<file path="src/core/axis_counter_cfg.svh">
// register offsets, config fields and reset values of the axis counter block
`ifndef AXIS_COUNTER_CFG_SVH
`define AXIS_COUNTER_CFG_SVH
`define OFS_CMD_POS 8'h00
`define OFS_FB_POS 8'h04
`define OFS_ERR_POS 8'h08
`define OFS_GP_CNT 8'h0C
`define OFS_CONFIG 8'h10
`define OFS_STATUS 8'h14
`define CFG_MODE_LSB 0
`define CFG_MODE_MSB 1
`define CFG_SRC_BIT 2
`define CFG_GP_LSB 3
`define CFG_GP_MSB 4
`define CFG_POL_BIT 5
`define CFG_W 6
`define CFG_RESET 6'h17
`define STS_INDEX_BIT 0
`define STS_PHASE_A_BIT 1
`define STS_PHASE_B_BIT 2
`define STS_ORIGIN_BIT 3
`endif

</file>
<file path="src/core/axis_counter_pkg.sv">
// types shared by the axis counter block
`default_nettype none
package axis_counter_pkg;
    typedef enum logic [1:0] {FB_UPDOWN, FB_X1, FB_X2, FB_X4} fb_mode_type;
    typedef enum logic [1:0] {GP_OUT, GP_FB, GP_MANUAL, GP_TIMEBASE} gp_src_type;
endpackage : axis_counter_pkg
`default_nettype wire

</file>
<file path="src/core/enc_decoder.sv">
// encoder phase decoder: up/down pulses or quadrature with 1x, 2x, 4x
`default_nettype none
module enc_decoder (
    input wire logic clk,
    input wire logic rst_n,
    input wire logic phase_a,
    input wire logic phase_b,
    input wire axis_counter_pkg::fb_mode_type mode,
    output logic count_up,
    output logic count_dn
);
    logic a_reg, b_reg, up_reg, dn_reg;
    logic up_next, dn_next;
    logic a_rise, a_fall, b_rise, b_fall;

    always_comb begin
        a_rise = phase_a & ~a_reg;
        a_fall = ~phase_a & a_reg;
        b_rise = phase_b & ~b_reg;
        b_fall = ~phase_b & b_reg;
        up_next = 1'b0;
        dn_next = 1'b0;
        case (mode)
            axis_counter_pkg::FB_UPDOWN: begin
                up_next = a_rise;
                dn_next = b_rise;
            end
            axis_counter_pkg::FB_X1: begin
                up_next = a_rise & ~phase_b & ~b_rise & ~b_fall;
                dn_next = a_fall & ~phase_b & ~b_rise & ~b_fall;
            end
            default: begin
                // a and b moving together is a glitch, not a count
                if (!(b_rise || b_fall)) begin
                    up_next = (a_rise & ~phase_b) | (a_fall & phase_b);
                    dn_next = (a_rise & phase_b) | (a_fall & ~phase_b);
                end else if (mode == axis_counter_pkg::FB_X4 && !(a_rise || a_fall)) begin
                    up_next = (b_rise & phase_a) | (b_fall & ~phase_a);
                    dn_next = (b_rise & ~phase_a) | (b_fall & phase_a);
                end
            end
        endcase
    end

    always_ff @(posedge clk or negedge rst_n) begin
        if (!rst_n) begin
            a_reg <= 1'b0;
            b_reg <= 1'b0;
            up_reg <= 1'b0;
            dn_reg <= 1'b0;
        end else begin
            a_reg <= phase_a;
            b_reg <= phase_b;
            up_reg <= up_next;
            dn_reg <= dn_next;
        end
    end

    assign count_up = up_reg;
    assign count_dn = dn_reg;
endmodule : enc_decoder
`default_nettype wire

</file>
<file path="src/core/axis_position_counters.sv">
// per-axis command, feedback, position error and general counters on apb
//
// Summary of operation
// 28-bit command counter follows emitted pulses
// command counter moves only on pulses
// home completion zeroes command counter
// software reads and writes command counter anytime
// 28-bit feedback counter from encoder phases
// up/down or quadrature 1x/2x/4x decoding
// up/down mode: phase a up, b down
// quadrature: a leads counts up, lags down
// feedback source: encoder (1) or own pulses
// feedback counter: home clears, software reads/writes
// index polarity programmable, level readable
// error counter: out pulse up, feedback down
// error counter readable, software and home clear
// general counter source: out, feedback, manual, clk/2
// general counter source resets to manual pulser
// software loads and reads general counter
// software keeps its own target position record
// software reloads target after home or write
// counters wrap, read back sign-extended
// software write beats a same-cycle count
//
// Design decisions made here: the APB register port and the placing of the registers.
`include "axis_counter_cfg.svh"
`default_nettype none
module axis_position_counters #(
    parameter int CNT_W = 28
) (
    input wire logic SYS_CLK,
    input wire logic RESET_N,
    input wire logic PSEL,
    input wire logic PENABLE,
    input wire logic PWRITE,
    input wire logic [7:0] PADDR,
    input wire logic [31:0] PWDATA,
    output logic [31:0] PRDATA,
    output logic PREADY,
    output logic PSLVERR,
    input wire logic PULSE_OUT,
    input wire logic PULSE_DIR,
    input wire logic HOME_DONE,
    input wire logic ENC_PHASE_A,
    input wire logic ENC_PHASE_B,
    input wire logic ENC_INDEX,
    input wire logic ORIGIN_SENSOR,
    input wire logic MANUAL_PULSE,
    input wire logic MANUAL_DIR,
    output logic INDEX_ACTIVE
);

    // ---------------- apb slave ----------------
    logic [31:0] prdata_reg, prdata_next;
    logic pready_reg, pready_next, pslverr_reg, pslverr_next;
    logic [`CFG_W-1:0] cfg_reg, cfg_next;
    logic [CNT_W-1:0] cmd_reg, cmd_next, fb_reg, fb_next;
    logic [CNT_W-1:0] err_reg, err_next, gp_reg, gp_next;
    logic idx_reg, idx_next, tb_reg, tb_next;
    logic wr_acc, wr_cmd, wr_fb, wr_err, wr_gp, wr_cfg, mapped;
    logic [31:0] status_word;
    axis_counter_pkg::fb_mode_type fb_mode;
    axis_counter_pkg::gp_src_type gp_src;
    logic enc_up, enc_dn, fb_up, fb_dn, gp_up, gp_dn;

    function automatic logic [31:0] sext(input logic [CNT_W-1:0] v);
        sext = {{(32-CNT_W){v[CNT_W-1]}}, v};
    endfunction : sext

    function automatic logic [CNT_W-1:0] step(input logic [CNT_W-1:0] v,
                                               input logic up, input logic dn);
        // wraps modulo 2**CNT_W; up and down together cancel
        if (up && !dn) begin
            step = v + CNT_W'(1);
        end else if (dn && !up) begin
            step = v - CNT_W'(1);
        end else begin
            step = v;
        end
    endfunction : step

    always_comb begin
        mapped = (PADDR == `OFS_CMD_POS) || (PADDR == `OFS_FB_POS) ||
                 (PADDR == `OFS_ERR_POS) || (PADDR == `OFS_GP_CNT) ||
                 (PADDR == `OFS_CONFIG) || (PADDR == `OFS_STATUS);
        wr_acc = PSEL && PENABLE && pready_reg && PWRITE;
        wr_cmd = wr_acc && (PADDR == `OFS_CMD_POS);
        wr_fb = wr_acc && (PADDR == `OFS_FB_POS);
        wr_err = wr_acc && (PADDR == `OFS_ERR_POS);
        wr_gp = wr_acc && (PADDR == `OFS_GP_CNT);
        wr_cfg = wr_acc && (PADDR == `OFS_CONFIG);
        status_word = 32'h0000_0000;
        status_word[`STS_INDEX_BIT] = idx_reg;
        status_word[`STS_PHASE_A_BIT] = ENC_PHASE_A;
        status_word[`STS_PHASE_B_BIT] = ENC_PHASE_B;
        status_word[`STS_ORIGIN_BIT] = ORIGIN_SENSOR;
        // no wait state: data and ready are set up in the setup cycle
        pready_next = PSEL && !PENABLE;
        pslverr_next = PSEL && !PENABLE && !mapped;
        prdata_next = 32'h0000_0000;
        if (PSEL && !PENABLE && !PWRITE) begin
            case (PADDR)
                `OFS_CMD_POS: prdata_next = sext(cmd_reg);
                `OFS_FB_POS: prdata_next = sext(fb_reg);
                `OFS_ERR_POS: prdata_next = sext(err_reg);
                `OFS_GP_CNT: prdata_next = sext(gp_reg);
                `OFS_CONFIG: prdata_next = {{(32-`CFG_W){1'b0}}, cfg_reg};
                `OFS_STATUS: prdata_next = status_word;
                default: prdata_next = 32'h0000_0000;
            endcase
        end
        cfg_next = wr_cfg ? PWDATA[`CFG_W-1:0] : cfg_reg;
    end

    always_ff @(posedge SYS_CLK or negedge RESET_N) begin
        if (!RESET_N) begin
            prdata_reg <= 32'h0000_0000;
            pready_reg <= 1'b0;
            pslverr_reg <= 1'b0;
            cfg_reg <= `CFG_RESET;
        end else begin
            prdata_reg <= prdata_next;
            pready_reg <= pready_next;
            pslverr_reg <= pslverr_next;
            cfg_reg <= cfg_next;
        end
    end

    assign PRDATA = prdata_reg;
    assign PREADY = pready_reg;
    assign PSLVERR = pslverr_reg;
    assign INDEX_ACTIVE = idx_reg;

    // ---------------- encoder decode ----------------
    assign fb_mode = axis_counter_pkg::fb_mode_type'(cfg_reg[`CFG_MODE_MSB:`CFG_MODE_LSB]);
    assign gp_src = axis_counter_pkg::gp_src_type'(cfg_reg[`CFG_GP_MSB:`CFG_GP_LSB]);

    enc_decoder u_dec (
        .clk(SYS_CLK),
        .rst_n(RESET_N),
        .phase_a(ENC_PHASE_A),
        .phase_b(ENC_PHASE_B),
        .mode(fb_mode),
        .count_up(enc_up),
        .count_dn(enc_dn)
    );

    // ---------------- counters ----------------
    always_comb begin
        // source 1 counts encoder inputs, 0 mirrors the command pulses
        if (cfg_reg[`CFG_SRC_BIT]) begin
            fb_up = enc_up;
            fb_dn = enc_dn;
        end else begin
            fb_up = PULSE_OUT && PULSE_DIR;
            fb_dn = PULSE_OUT && !PULSE_DIR;
        end
        case (gp_src)
            axis_counter_pkg::GP_OUT: begin
                gp_up = PULSE_OUT && PULSE_DIR;
                gp_dn = PULSE_OUT && !PULSE_DIR;
            end
            axis_counter_pkg::GP_FB: begin
                gp_up = fb_up;
                gp_dn = fb_dn;
            end
            axis_counter_pkg::GP_MANUAL: begin
                gp_up = MANUAL_PULSE && MANUAL_DIR;
                gp_dn = MANUAL_PULSE && !MANUAL_DIR;
            end
            default: begin
                gp_up = tb_reg;
                gp_dn = 1'b0;
            end
        endcase
        tb_next = !tb_reg;
        idx_next = ENC_INDEX ^ cfg_reg[`CFG_POL_BIT];
        // write first, then home clear, then the count of this cycle
        if (wr_cmd) begin
            cmd_next = PWDATA[CNT_W-1:0];
        end else if (HOME_DONE) begin
            cmd_next = '0;
        end else begin
            cmd_next = step(cmd_reg, PULSE_OUT && PULSE_DIR, PULSE_OUT && !PULSE_DIR);
        end
        if (wr_fb) begin
            fb_next = PWDATA[CNT_W-1:0];
        end else if (HOME_DONE) begin
            fb_next = '0;
        end else begin
            fb_next = step(fb_reg, fb_up, fb_dn);
        end
        if (wr_err || HOME_DONE) begin
            err_next = '0;
        end else begin
            err_next = step(err_reg, PULSE_OUT, enc_up || enc_dn);
        end
        if (wr_gp) begin
            gp_next = PWDATA[CNT_W-1:0];
        end else begin
            gp_next = step(gp_reg, gp_up, gp_dn);
        end
    end

    always_ff @(posedge SYS_CLK or negedge RESET_N) begin
        if (!RESET_N) begin
            cmd_reg <= '0;
            fb_reg <= '0;
            err_reg <= '0;
            gp_reg <= '0;
            tb_reg <= 1'b0;
            idx_reg <= 1'b0;
        end else begin
            cmd_reg <= cmd_next;
            fb_reg <= fb_next;
            err_reg <= err_next;
            gp_reg <= gp_next;
            tb_reg <= tb_next;
            idx_reg <= idx_next;
        end
    end

    // ---------------- checks ----------------
    logic cfg_touched_reg;
    always_ff @(posedge SYS_CLK or negedge RESET_N) begin
        if (!RESET_N) begin
            cfg_touched_reg <= 1'b0;
        end else if (wr_cfg) begin
            cfg_touched_reg <= 1'b1;
        end
    end
endmodule : axis_position_counters
`default_nettype wire

</file>
<file path="config.mk">
export PLATFORM = sky130hd
export DESIGN_NAME = axis_position_counters
export DESIGN_NICKNAME = d
export VERILOG_FILES = /design/src/core/axis_counter_pkg.sv /design/src/core/enc_decoder.sv /design/src/core/axis_position_counters.sv
export VERILOG_INCLUDE_DIRS = /design/src /design/src/core
export SDC_FILE = /design/constraint.sdc
export NUM_CORES = 1
export LEC_CHECK = 0
export BUFFER_PORTS_ARGS = -buffer_cell sky130_fd_sc_hd__buf_4
export CAP_MARGIN = 5
export CORE_ASPECT_RATIO = 0.8
export CORE_MARGIN = 5
export CORE_UTILIZATION = 30
export CTS_CLUSTER_DIAMETER = 100
export DETAILED_ROUTE_END_ITERATION = 10
export PLACE_DENSITY = 0.47
export SLEW_MARGIN = 20
export SYNTH_ARGS = -nofsm -noshare
export SYNTH_HDL_FRONTEND = slang
export SYNTH_HIERARCHICAL = 1
export SYNTH_SLANG_ARGS = --single-unit
</file>
<file path="constraint.sdc">
create_clock -name SYS_CLK -period 5.59 [get_ports SYS_CLK]
set_clock_uncertainty 0.05 [all_clocks]
set_input_delay 0.559 -clock SYS_CLK [delete_from_list [all_inputs] [get_ports SYS_CLK]]
set_output_delay 0.559 -clock SYS_CLK [all_outputs]
set_load 0.01 [all_outputs]
</file>
==> results.yml <==
cells_and_area:
  nets: 1762
  final_area_sq_mm: 0.0147
  drive_gt1_share_pct: 10.7
  fin_util_pct: 34.3
  instances_no_fill: 2167
  area_growth_pct: 13.8
sta:
  maxSlewViolCount: 0
  worst_pin_slew_ns: 0.993
  fmax_ghz: 0.213
  setup_viol: 0
  min_period_ns: 4.69
  rsz0062_at_grt: "false"
  slew_headroom_pct: 33.6
  holdWs_ns: 0.0654
  hold_violations: 0
  worst_slack_ns: 0.896
  setup_tns_ns: 0
  period_share_pct: 84.0
setup_path:
  cp_slowest_cell: "dfstp_2"
  cp.depth: 16
  crit_start: "cfg_reg[2]"
  cp_top_family: "compound AO/OA/AOI/OAI gates"
  reg2reg_depth: 16
  r2r_start: "cfg_reg[2]"
  crit_path_end_kind: "register"
  path_buf_inv: 1
  setup.worst_path.start_class: "register"
  critical_path.max_fanout: 11
  crit_arrival_ns: 4.95
  critPathRequiredTime_ns: 5.85
  crit_type: "reg2reg"
  crit_chain: "nand2_1 > o21ai_1 > a211oi_1 > a21o_1 > a211oi_2 > inv_1 > ha_1 > and3_1 > a221o_1 > a211o_1 > a32oi_2 > nand4_1 > a41oi_1 > mux2i_1 > xor2_1 > o21ai_1"
  slowest_delay_ns: 0.60
  crit_path_frequent_cell: "o21ai_1"
clock_network:
  cts_made_buffers: 17
  clk_latency_ns: 0.45
  clkSinkCount: 154
  clk_path_buf_depth: 2
  ctsResizeCount: 0
  cts_tree: "built"
  clock-root-buffer: "clkbuf_16"
  htreeDepth: 4
  clkTransAtPathRegs_ns: 0.06
  cts_setup_buffers: 0
  ctsHoldBuffers: 0
global_routing:
  grt_pass1_vias: 11400
  grt_max_degree: 68
  grt_pass1_wl_um: 68100
  antenna_found_initial: 0
  grt_overflow: 0
  track_usage_pct: 18.0
min_path:
  hp-class: "in2async"
pwr:
  swShare_pct: 45.1
  p_leak_nw: 6.75
  p_comb_share_pct: 59.8
  pwr-share-clk_pct: 16.4
  p_sw_mw: 3.33
  p_total_mw: 7.38
  seqPwrFrac_pct: 23.8
  p_int_mw: 4.05
  vdd_drop_max_mv: 0.248
  power_density_mw_per_mm2: 501
synth:
  avgSynthCellArea_sq_um: 8.33
  yosysSeqAreaShare_pct: 29.8
  synth_nets: 1721
  synth_cell_types: 82
  ys_ff_latch: 154
  syn_area_sq_mm: 0.0129
  ys.flop_type: "dfrtp_1"
  synthArstFlopShare_pct: 100
  synth_edf_count: 0
  postSynthCellCount: 1554
  ys.warnings.count: 6
floorplanning:
  io_pins: 89
  die_y_um: 196
  core_area_sq_mm: 0.0429
  start_util_pct: 30.2
  die_area_sq_mm: 0.0474
  die_x_um: 242
  rows: 68
run:
  max_cap_viol_count: 0
placement:
  placement.io_buffers: 84
  place_area_sq_mm: 0.0141
  routabilityCongestion: 0.883
  dp_slack_ns: 0.632
  dp.cells: 2136
  dp_hpwl_um: 33500
drt:
  avgViaCountPerCell: 5.57
  vias: 12100
  postRouteAntennaNets: 0
  drtIter0Drc: 978
  wirelength_um: 43400
  first_pass_iters: 5
  avgRoutedWirePerCell_um: 20.0
  drc_errors: 0
outcome:
  status: "complete, no violations"
cell usage after synthesis, types with 7 or more instances:
library cell    n  area (sq um)
nand3_1        21           105
clkbuf_1       68           255
inv_1          47           176
a211oi_1       21           158
a22o_1         29           254
nor3b_1         7          52.6
and3_1         33           206
dfrtp_1       150          3750
xor2_1         35           307
a21o_1         59           443
nand2_1       163           612
a32oi_1         8          70.1
o21bai_1       13          97.6
nor2b_1        14          87.6
a21oi_1       183           916
o211ai_1        9          67.6
nor3_1         27           135
ha_1          109          1360
and2_1          8          50.1
mux2_2         11           124
o21a_1         13          97.6
a222oi_1       21           210
o21ai_0       106           531
mux2i_1        32           320
nand4_1        13          81.3
o31ai_1        14           105
xnor2_1        49           429
or3_1          10          62.6
a31oi_1        15          93.8
nand2b_1       14          87.6
nor2_1        117           439
power groups by stage:
stage	combinational (mW)	sequential (mW)	clock, mW
floorplan	3.46	1.65	0
global placement	4.31	1.78	0
detailed placement	4.33	1.79	0
CTS	4.37	1.77	1.24
global route	4.95	1.81	1.28
finish	4.42	1.76	1.21
placed cells by master, fill, tap and decap left out, types with 15 or more instances in the layout:
cell type / netlist / final
ha_1: 109 / 109
a22o_1: 29 / 29
xnor2_1: 49 / 47
a211oi_1: 21 / 21
nand2_1: 163 / 163
nand3_1: 21 / 21
clkbuf_16: 0 / 17
and3_1: 33 / 33
o21ai_0: 106 / 106
a21oi_1: 183 / 183
dfrtp_1: 150 / 150
a222oi_1: 21 / 21
mux2i_1: 32 / 32
nor2_1: 117 / 116
xor2_1: 35 / 35
a31oi_1: 15 / 15
nor3_1: 27 / 27
inv_1: 47 / 47
buf_4: 4 / 105
a21o_1: 59 / 59
worst reg2reg max path, delay by kind of cell (launching register included):
| family | cells | cell delay, ns |
|---|---|---|
| fa+ha+maj | 1 | 0.47 |
| flops | 1 | 0.60 |
| compound gates | 9 | 2.17 |
| simple gates | 3 | 0.46 |
| mux | 1 | 0.26 |
| buf+inv | 1 | 0.38 |
| xor+xnor | 1 | 0.17 |
final timing paths:
path	end	slack [ns]
setup / recovery	gp_reg[27]	0.90
hold reg to reg	tb_reg	0.37
setup reg to reg	gp_reg[27]	0.90
min in group SYS_CLK	u_dec/a_reg	0.23
hold / removal	gp_reg[2]	0.07
max in group asynchronous	gp_reg[24]	4.33
logic make-up (layout without fill, tap and decap cells):
logic type / after synthesis / count (layout) / synth area share (%)
compound gates: 568 / 568 / 29.0
xor+xnor: 84 / 84 / 5.69
fa+ha+maj: 113 / 113 / 11.2
buf+inv: 133 / 185 / 4.13
flops: 154 / 154 / 29.8
mux: 43 / 43 / 3.43
other cells: 0 / 1 / 0
simple gates: 459 / 459 / 16.8
routing by layer:
metal	track usage, %	part of all wire [%]	vias up	wire, um
met1	27.1	52	5860	22400
li1	-	-	5887	-
met2	27.3	43	281	18800
met3	2.74	3.7	34	1620
met4	3.76	1.4	0	607
met5	0	0	-	0
layout make-up:
type	instances	area, sq um
Antenna cell	1	2.50
Clock buffer	22	454
Clock inverter	8	121
Fill cell	4526	28200
Inverter	48	180
Multi-Input combinational cell	1267	8580
Sequential cell	154	3860
Tap cell	560	701
Timing Repair Buffer	107	827
Power figures use the tool's default switching activity.
